**config.mk**
```make
export PLATFORM = sky130hd
export DESIGN_NAME = rsi_top
export DESIGN_NICKNAME = d
export VERILOG_FILES = /design/src/rtl/rsi_pkg.sv /design/src/rtl/rsi_top.sv
export VERILOG_INCLUDE_DIRS = /design/src /design/src/rtl
export SDC_FILE = /design/constraint.sdc
export NUM_CORES = 1
export LEC_CHECK = 0
export ABC_AREA = 1
export BUFFER_PORTS_ARGS = -buffer_cell sky130_fd_sc_hd__buf_2
export CELL_PAD_IN_SITES_DETAIL_PLACEMENT = 1
export CELL_PAD_IN_SITES_GLOBAL_PLACEMENT = 1
export CORE_MARGIN = 10
export CORE_UTILIZATION = 37
export DETAILED_ROUTE_END_ITERATION = 10
export HOLD_SLACK_MARGIN = 0.15
export PLACE_DENSITY_LB_ADDON = 0.15
export SYNTH_ARGS = -nofsm -noshare
export SYNTH_HDL_FRONTEND = slang
export SYNTH_SLANG_ARGS = --single-unit
```
**constraint.sdc**
```tcl
create_clock -name pclk -period 1.9 [get_ports pclk]
set_input_delay 0.38 -clock pclk [delete_from_list [all_inputs] [get_ports pclk]]
set_output_delay 0.38 -clock pclk [all_outputs]
set_load 0.02 [all_outputs]
```
**src/rtl/rsi_regs.svh**
```systemverilog
`ifndef RSI_REGS_SVH
`define RSI_REGS_SVH
// ==========================================================
// Register byte offsets on the APB bus.
`define RSI_OFS_FLAGS 12'h000
`define RSI_OFS_CTRL 12'h004
`define RSI_OFS_EVT 12'h008
`define RSI_OFS_MASK 12'h00c
`define RSI_OFS_PC_LOW 12'h010
`define RSI_OFS_SP 12'h014
`define RSI_OFS_INTEN 12'h018
`define RSI_OFS_TMRC 12'h01c
`define RSI_OFS_TMRCNT 12'h020
`define RSI_OFS_PA 12'h024
`define RSI_OFS_PAC 12'h028
`define RSI_OFS_PB 12'h02c
`define RSI_OFS_PBC 12'h030
`define RSI_OFS_TB_CTRL 12'h034
`define RSI_OFS_WDT 12'h038
// ==========================================================
// Field positions.
`define RSI_BIT_TO 0
`define RSI_BIT_PDF 1
`define RSI_BIT_LV_FLAG 2
`define RSI_EV_POR 0
`define RSI_EV_LVR 1
`define RSI_EV_WDR 2
`define RSI_EV_WDS 3
// ==========================================================
// Default values loaded by a reset.
`define RSI_DEF_ZERO 8'h00
`define RSI_DEF_ONES 8'hff
`define RSI_DEF_PB 7'h7f
`define RSI_DEF_TB_CTRL 8'h37
`endif

```
**src/rtl/rsi_pkg.sv**
```systemverilog
package rsi_pkg;
	// Reset class chosen from the coinciding sources.
	typedef enum logic [2:0] {
		RSI_CL_NONE = 3'b000,
		RSI_CL_POR = 3'b001,
		RSI_CL_LVR = 3'b010,
		RSI_CL_WDR = 3'b011,
		RSI_CL_WDS = 3'b100
	} rsi_class_e;
	// Reset sources as seen by the sequencer.
	typedef struct packed {
		logic por; // Power-on detector pulse.
		logic low_voltage_reset; // Low-voltage detector pulse.
		logic wdt; // Watchdog time-out pulse.
		logic sleep; // Core is in sleep or idle mode.
	} rsi_src_s;
	// The two reset flags of the status register.
	typedef struct packed {
		logic powerdown_flag; // Set by a time-out taken while sleeping.
		logic timeout_flag; // Set by any watchdog time-out.
	} rsi_flags_s;
endpackage

```
**src/rtl/rsi_top.sv**
```systemverilog
`include "rsi_regs.svh"
// ==========================================================
// Summary of operation
// - Power-on clears time-out and power-down flags.
// - Low-voltage reset keeps both flags unchanged.
// - Running watchdog reset sets time-out, keeps power-down.
// - Sleeping watchdog reset sets both flags.
// - Power-on disables all interrupt enables.
// - Power-on clears watchdog counter; it then counts.
// - Power-on zeroes timer control and counter.
// - Power-on loads ones into port data, direction.
// - Power-on sets stack pointer to stack top.
// - Non-sleep resets load defaults; sleep keeps most.
// - Unimplemented bits hold no state.
// - Preserved bits keep their pre-reset value.
// - Low-voltage reset sets flag; software clears it.
// - Sleeping watchdog reset zeroes counter and stack pointer.
module rsi_top #(
	parameter int SP_W = 3, // Stack pointer width.
	parameter int WDT_W = 8 // Watchdog counter width.
) (
	input wire logic pclk, // System clock, 125 MHz.
	input wire logic presetn, // Asynchronous reset, active low.
	input wire rsi_pkg::rsi_src_s src, // Reset sources.
	input wire logic psel, // APB select.
	input wire logic penable, // APB enable.
	input wire logic pwrite, // APB direction.
	input wire logic [11:0] paddr, // APB byte address.
	input wire logic [31:0] pwdata, // APB write data.
	output logic [31:0] prdata, // APB read data.
	output logic pready, // APB ready.
	output logic pslverr, // APB error for unmapped addresses.
	output logic irq, // Level interrupt.
	output rsi_pkg::rsi_flags_s flags, // Status reset flags.
	output logic [7:0] program_counter_low, // Program counter low byte.
	output logic [SP_W-1:0] sp, // Stack pointer.
	output logic [7:0] int_en, // Interrupt enables.
	output logic [7:0] tmr_ctrl, // Timer control.
	output logic [7:0] tmr_cnt, // Timer counter.
	output logic [7:0] port_a, // Port A data.
	output logic [7:0] port_a_dir, // Port A direction, 1 is input.
	output logic [6:0] port_b, // Port B data, seven bits.
	output logic [6:0] port_b_dir, // Port B direction, 1 is input.
	output logic [7:0] time_base_control, // Time-base control.
	output logic [WDT_W-1:0] wdt_cnt // Watchdog counter.
);
	import rsi_pkg::*;

	// Wider values would not fit the eight-bit write path or the read word.
	if (SP_W < 1 || SP_W > 8 || WDT_W < 1 || WDT_W > 32) begin : g_bad_param
		$error("rsi_top: unsupported parameter value");
	end

	// ==========================================================
	// Reset classification.
	rsi_class_e cls; // Class of the reset taken this cycle.
	logic [3:0] ev_now; // One-hot event of this cycle.

	// Coinciding sources are resolved by fixed priority.
	always_comb begin
		if (src.por) begin
			cls = RSI_CL_POR;
		end else if (src.low_voltage_reset) begin
			cls = RSI_CL_LVR;
		end else if (src.wdt) begin
			// The sleep level sampled with the time-out picks the class.
			cls = src.sleep ? RSI_CL_WDS : RSI_CL_WDR;
		end else begin
			cls = RSI_CL_NONE;
		end
	end

	// Defaults apply for every class but the sleeping time-out.
	logic load_def; // Load listed default values.
	assign load_def = (cls == RSI_CL_POR) || (cls == RSI_CL_LVR) || (cls == RSI_CL_WDR);

	always_comb begin
		ev_now = 4'h0;
		case (cls)
			RSI_CL_POR: ev_now[`RSI_EV_POR] = 1'b1;
			RSI_CL_LVR: ev_now[`RSI_EV_LVR] = 1'b1;
			RSI_CL_WDR: ev_now[`RSI_EV_WDR] = 1'b1;
			RSI_CL_WDS: ev_now[`RSI_EV_WDS] = 1'b1;
			default: ev_now = 4'h0;
		endcase
	end

	// ==========================================================
	// APB slave: one wait state, so the answer comes one cycle into access.
	logic acc; // Transfer completes at this edge.
	logic wr; // Completing write.
	logic mapped; // Address hits a register.
	logic [7:0] wd; // Low byte of write data.
	logic [31:0] rd_next; // Read data for the addressed register.
	assign acc = psel && penable && pready;
	assign wr = acc && pwrite && mapped;
	assign wd = pwdata[7:0];

	logic [3:0] evt_reg; // Sticky event status.
	logic [3:0] mask_reg; // Interrupt mask, 1 enables.
	logic low_voltage_reset_flag_reg; // Low-voltage reset flag.

	always_comb begin
		mapped = 1'b1;
		rd_next = 32'h0;
		case (paddr)
			`RSI_OFS_FLAGS: rd_next[1:0] = {flags.powerdown_flag, flags.timeout_flag};
			`RSI_OFS_CTRL: rd_next[`RSI_BIT_LV_FLAG] = low_voltage_reset_flag_reg;
			`RSI_OFS_EVT: rd_next[3:0] = evt_reg;
			`RSI_OFS_MASK: rd_next[3:0] = mask_reg;
			`RSI_OFS_PC_LOW: rd_next[7:0] = program_counter_low;
			`RSI_OFS_SP: rd_next[SP_W-1:0] = sp;
			`RSI_OFS_INTEN: rd_next[7:0] = int_en;
			`RSI_OFS_TMRC: rd_next[7:0] = tmr_ctrl;
			`RSI_OFS_TMRCNT: rd_next[7:0] = tmr_cnt;
			`RSI_OFS_PA: rd_next[7:0] = port_a;
			`RSI_OFS_PAC: rd_next[7:0] = port_a_dir;
			// Bit 7 of port B is not built and reads zero.
			`RSI_OFS_PB: rd_next[6:0] = port_b;
			`RSI_OFS_PBC: rd_next[6:0] = port_b_dir;
			`RSI_OFS_TB_CTRL: rd_next[7:0] = time_base_control;
			`RSI_OFS_WDT: rd_next[WDT_W-1:0] = wdt_cnt;
			default: mapped = 1'b0;
		endcase
	end

	// Ready rises one cycle into the access phase and drops after the hand-off.
	always_ff @(posedge pclk or negedge presetn) begin
		if (!presetn) begin
			pready <= 1'b0;
			pslverr <= 1'b0;
			prdata <= 32'h0;
		end else begin
			pready <= psel && penable && !pready;
			pslverr <= psel && penable && !pready && !mapped;
			prdata <= (psel && penable && !pready && !pwrite) ? rd_next : 32'h0;
		end
	end

	// ==========================================================
	// Status flags: only a reset moves them.
	always_ff @(posedge pclk or negedge presetn) begin
		if (!presetn) begin
			flags <= '0;
		end else begin
			case (cls)
				RSI_CL_POR: flags <= '0;
				RSI_CL_LVR: flags <= flags;
				RSI_CL_WDR: flags.timeout_flag <= 1'b1;
				RSI_CL_WDS: flags <= 2'b11;
				default: flags <= flags;
			endcase
		end
	end

	// Low-voltage flag: a write of zero clears it, but a low-voltage reset in the
	// same cycle wins so the event is never lost.
	always_ff @(posedge pclk or negedge presetn) begin
		if (!presetn) begin
			low_voltage_reset_flag_reg <= 1'b0;
		end else if (cls == RSI_CL_LVR) begin
			low_voltage_reset_flag_reg <= 1'b1;
		end else if (wr && paddr == `RSI_OFS_CTRL && !wd[`RSI_BIT_LV_FLAG]) begin
			low_voltage_reset_flag_reg <= 1'b0;
		end
	end

	// ==========================================================
	// Interrupt: sticky events, write one to clear, set beats clear.
	always_ff @(posedge pclk or negedge presetn) begin
		if (!presetn) begin
			evt_reg <= 4'h0;
			mask_reg <= 4'h0;
		end else begin
			if (wr && paddr == `RSI_OFS_EVT) begin
				evt_reg <= (evt_reg & ~wd[3:0]) | ev_now;
			end else begin
				evt_reg <= evt_reg | ev_now;
			end
			if (wr && paddr == `RSI_OFS_MASK) begin
				mask_reg <= wd[3:0];
			end
		end
	end

	// Registered from next state so the output is a flop yet not late.
	always_ff @(posedge pclk or negedge presetn) begin
		if (!presetn) begin
			irq <= 1'b0;
		end else if (wr && paddr == `RSI_OFS_EVT) begin
			irq <= |(((evt_reg & ~wd[3:0]) | ev_now) & mask_reg);
		end else if (wr && paddr == `RSI_OFS_MASK) begin
			irq <= |((evt_reg | ev_now) & wd[3:0]);
		end else begin
			irq <= |((evt_reg | ev_now) & mask_reg);
		end
	end

	// ==========================================================
	// Core state. Any reset beats a software write in the same cycle.
	// Program counter low byte is cleared by every class.
	always_ff @(posedge pclk or negedge presetn) begin
		if (!presetn) begin
			program_counter_low <= `RSI_DEF_ZERO;
		end else if (cls != RSI_CL_NONE) begin
			program_counter_low <= `RSI_DEF_ZERO;
		end else if (wr && paddr == `RSI_OFS_PC_LOW) begin
			program_counter_low <= wd;
		end
	end

	// Stack pointer: top after a defaulting reset, zero after a sleep time-out.
	always_ff @(posedge pclk or negedge presetn) begin
		if (!presetn) begin
			sp <= '1;
		end else if (load_def) begin
			sp <= '1;
		end else if (cls == RSI_CL_WDS) begin
			sp <= '0;
		end else if (wr && paddr == `RSI_OFS_SP) begin
			sp <= wd[SP_W-1:0];
		end
	end

	// Watchdog counter runs free; every reset class restarts it at zero.
	always_ff @(posedge pclk or negedge presetn) begin
		if (!presetn) begin
			wdt_cnt <= '0;
		end else if (cls != RSI_CL_NONE) begin
			wdt_cnt <= '0;
		end else begin
			wdt_cnt <= wdt_cnt + 1'b1;
		end
	end

	// Peripheral registers: defaults on a defaulting reset, else held
	// through a sleeping time-out, else software-written.
	always_ff @(posedge pclk or negedge presetn) begin
		if (!presetn) begin
			int_en <= `RSI_DEF_ZERO;
			tmr_ctrl <= `RSI_DEF_ZERO;
			tmr_cnt <= `RSI_DEF_ZERO;
			port_a <= `RSI_DEF_ONES;
			port_a_dir <= `RSI_DEF_ONES;
			port_b <= `RSI_DEF_PB;
			port_b_dir <= `RSI_DEF_PB;
		end else if (load_def) begin
			int_en <= `RSI_DEF_ZERO;
			tmr_ctrl <= `RSI_DEF_ZERO;
			tmr_cnt <= `RSI_DEF_ZERO;
			port_a <= `RSI_DEF_ONES;
			port_a_dir <= `RSI_DEF_ONES;
			port_b <= `RSI_DEF_PB;
			port_b_dir <= `RSI_DEF_PB;
		end else if (cls == RSI_CL_WDS) begin
			int_en <= int_en;
		end else if (wr) begin
			case (paddr)
				`RSI_OFS_INTEN: int_en <= wd;
				`RSI_OFS_TMRC: tmr_ctrl <= wd;
				`RSI_OFS_TMRCNT: tmr_cnt <= wd;
				`RSI_OFS_PA: port_a <= wd;
				`RSI_OFS_PAC: port_a_dir <= wd;
				`RSI_OFS_PB: port_b <= wd[6:0];
				`RSI_OFS_PBC: port_b_dir <= wd[6:0];
				default: int_en <= int_en;
			endcase
		end
	end

	// Time-base control reloads on every class, sleep included.
	always_ff @(posedge pclk or negedge presetn) begin
		if (!presetn) begin
			time_base_control <= `RSI_DEF_TB_CTRL;
		end else if (cls != RSI_CL_NONE) begin
			time_base_control <= `RSI_DEF_TB_CTRL;
		end else if (wr && paddr == `RSI_OFS_TB_CTRL) begin
			time_base_control <= wd;
		end
	end
endmodule // rsi_top

```
==> flow_summary.yaml <==
timing:
  setup_tns_ps: 0
  final-hold-violation-count: 0
  fmax_ghz: 0.564
  setup_viol: 0
  worst_pin_slew_ps: 581
  clock_skew_ps: 13.3
  drv_slew: 0
  hold_slack_ps: 290
  relSlewSlack_pct: 61.2
  min_period_ps: 1770
  min_period_over_period_pct: 93.2
clocking:
  cts_root_buf: "clkbuf_16"
  clock_sinks: 103
  clk_latency_ps: 370
  numCtsBuffers: 9
  cts_tree: "yes"
  max-clock-path-buffers: 2
  path_clk_slew_ps: 70
  h-tree-depth: 3
critical_path:
  r2r_start: "pready$_DFF_PN0_"
  path_class: "input pin to register"
  critPathLaunch: "paddr[9]"
  critPathMostFrequentCell: "nor2_1"
  crit_path_start_kind: "input pin"
  required_ps: 2190
  crit_path_max_incr_delay_ps: 350
  slowest_stage: "o21ai_0"
  r2r_slack_ps: 370
  endpoint: "prdata[0]$_DFF_PN0_"
  timing.rr.end: "port_a[4]$_DFFE_PN1P_"
  worstPathCellList: "buf_2 > nor2_1 > nand2_2 > nor2_1 > buf_4 > nand2_1 > o21ai_0 > nor2_1 > and3_1 > nor2_1"
  cp_num_buf_inv: 2
  cp_top_family: "simple AND/OR/NAND/NOR gates"
  cp-end-kind: "register"
  cp.depth: 10
  crit_fanout: 11
  r2r_cells: 7
  worstPathArrival_ps: 2060
placed_design:
  place_area_sq_mm: 0.00684
  io_buffers: 122
  dp_hpwl_microns: 17500
  gp_congestion: 0.891
detailed_routing:
  vias: 5559
  drtIter0Drc: 303
  drtAntennaViolNets: 0
  dr.pass1.iters: 4
  vias_per_cell: 5.12
  wl_per_cell_microns: 20.1
  drc: 0
  routed_wirelength_microns: 21800
pwr:
  p_switching_w: 0.00139
  powerDensity_mw_per_mm2: 664
  seqPwrFrac_pct: 49.6
  p_leak_nw: 3.82
  peakVddDrop_uv: 438
  clkPwrFrac_pct: 37.4
  power.internal_w: 0.00336
  comb_power_share_pct: 12.9
  power.switching_fraction_pct: 29.2
synthesis:
  synth-seq-cells: 103
  yosys-top-cells-area: "dfrtp_1 (29%), dfstp_2 (18%), nand2_1 (10%), nand3_1 (7.7%), inv_1 (5.1%)"
  ys_types: 35
  avgSynthCellArea_sq_um: 7.94
  yosys.area.top_type: "dfrtp_1"
  syn_inst: 718
  netlist_area_sq_mm: 0.00570
  yosysTopAreaCellShare_pct: 28.5
  yosysSeqAreaShare_pct: 46.0
  yosys_warnings: 0
global_routing:
  grt_antenna_before_repair: 0
  track_usage_pct: 20.9
  grt_overflow: 0
  grt_max_degree: 47
  grt_pass1_wl_microns: 33600
  grt_pass1_vias: 6013
cells_and_area:
  fin_nets: 946
  drive_gt1_share_pct: 33.2
  insertedDiodeCount: 0
  area_delta_synth_final_pct: 25.5
  fin_util_pct: 47.2
  fin_area_sq_mm: 0.00715
floorplan:
  die_h_microns: 144
  dieWidth_microns: 144
  core_sq_mm: 0.0151
  initial_core_util_pct: 37.6
  ios: 171
  dieArea_sq_mm: 0.0208
  rows: 45
worst_hold_path:
  hp-class: "input pin to register"
job:
  drv_cap: 0
status:
  outcome: "finished clean"
[metrics by stage]
stage,power (W),std cells,setup slack [ps]
final,0.00475,1085,128
after global routing,0.00493,1085,-17.1
after CTS,0.00477,1082,89.9
after detailed placement,0.00301,1065,-257
after global placement,0.00299,1065,-220
after floorplan,0.00276,741,92.5
[cell families after synthesis]
kind of cell               after synthesis  share of synthesized area (%)
AOI/OAI and AO/OA                      119                           11.3
and+or+nand+nor                        360                           30.5
adders and majority gates                1                          0.219
buffers and inverters                  134                           11.8
DFF                                    103                           46.0
other                                    1                         0.0658
[layer usage]
layer / routed length (microns) / part of all wire, % / global-route usage (%)
met5: 0 / 0 / 0
met4: 314 / 1.4 / 5.70
met3: 1530 / 7.0 / 4.23
met2: 10400 / 48 / 34.3
met1: 9540 / 44 / 27.2
[cell usage in the layout, fill, tap and decap left out]
cell type,instances
nand3_1,87
conb_1,24
nand2_2,10
inv_6,1
nand3_2,12
clkinv_2,3
nand3_4,4
clkinv_4,1
ha_1,1
clkbuf_16,9
buf_2,121
buf_4,58
o21ai_2,7
inv_2,7
dfstp_2,38
nor3_1,13
nor2_1,48
nand2_1,159
nor2_2,9
o21ai_1,34
nand2_4,1
nor2_8,1
clkinvlp_4,2
buf_12,7
a211oi_1,2
inv_1,78
o21a_1,2
o2111ai_1,1
clkinv_1,2
o21ai_0,56
dlygate4sd3_1,1
and3_1,2
dfrtp_1,65
a21oi_1,8
nand4_1,6
o22ai_1,9
nor2_4,7
nor4_1,1
[worst min path at each step]
stage                    from                                  to  slack, ps  depth (start not counted)
CTS                 pwdata[4]  program_counter_low[4]$_DFFE_PN0P_        290                          3
floorplan             presetn                evt_reg[0]$_DFF_PN0_         80                          0
detailed placement    presetn               int_en[7]$_DFFE_PN0P_        290                          1
finish              pwdata[4]  program_counter_low[4]$_DFFE_PN0P_        290                          3
global placement      presetn               int_en[7]$_DFFE_PN0P_        290                          1
global route           src[3]                flags[0]$_DFFE_PN0P_        310                          2
[worst min-delay path: cells and delay by family]
| kind | cells | cell delay, ps |
|---|---|---|
| simple gates | 2 | 110 |
| buf+inv | 1 | 130 |
[layout make-up]
cell class / instances / area, sq um
flip-flops and latches: 103 / 2630
repair buffers: 187 / 1190
well taps: 188 / 235
clock buffers: 9 / 225
multi-input cells: 504 / 2500
clock inverters: 7 / 47.5
fillers: 1919 / 7990
inverters: 87 / 327
[power groups by stage]
stage               Sequential (W)  Combinational [W]  Clock [W]
floorplan                  0.00248           0.000278          0
global placement           0.00239           0.000595          0
detailed placement         0.00240           0.000612          0
CTS                        0.00236           0.000616    0.00180
global route               0.00237           0.000674    0.00189
finish                     0.00236           0.000613    0.00178
[what timing repair did]
action | 4_1_cts | 5_1_grt
endpoints found under the hold margin | 12 | 0
hold buffers | 1 | 0
setup endpoints to repair | 0 | 33
resized for setup | 0 | 4
buffers inserted | 0 | 3
[Yosys cell counts]
| cell | instances |
|---|---|
| a21oi_1 | 8 |
| nor4_1 | 1 |
| nor2_2 | 6 |
| ha_1 | 1 |
| buf_6 | 6 |
| nand3_1 | 88 |
| nand3_4 | 4 |
| a211oi_1 | 2 |
| nand3_2 | 11 |
| buf_2 | 5 |
| dfrtp_1 | 65 |
| inv_1 | 78 |
| o22ai_1 | 9 |
| and3_1 | 2 |
| o21ai_1 | 34 |
| nor2_4 | 7 |
| dfstp_2 | 38 |
| conb_1 | 1 |
| nor2_1 | 51 |
| o21ai_0 | 56 |
| o2111ai_1 | 1 |
| o21a_1 | 2 |
| nand4_1 | 6 |
| nand2_2 | 10 |
| nand2_4 | 1 |
| buf_4 | 27 |
| clkbuf_1 | 6 |
| nor3_1 | 13 |
| nor2_8 | 1 |
| o21ai_2 | 7 |
| clkinv_1 | 2 |
| nand2_1 | 159 |
| buf_1 | 2 |
| buf_12 | 1 |
| inv_2 | 7 |
(Power assumes the default switching activity.)
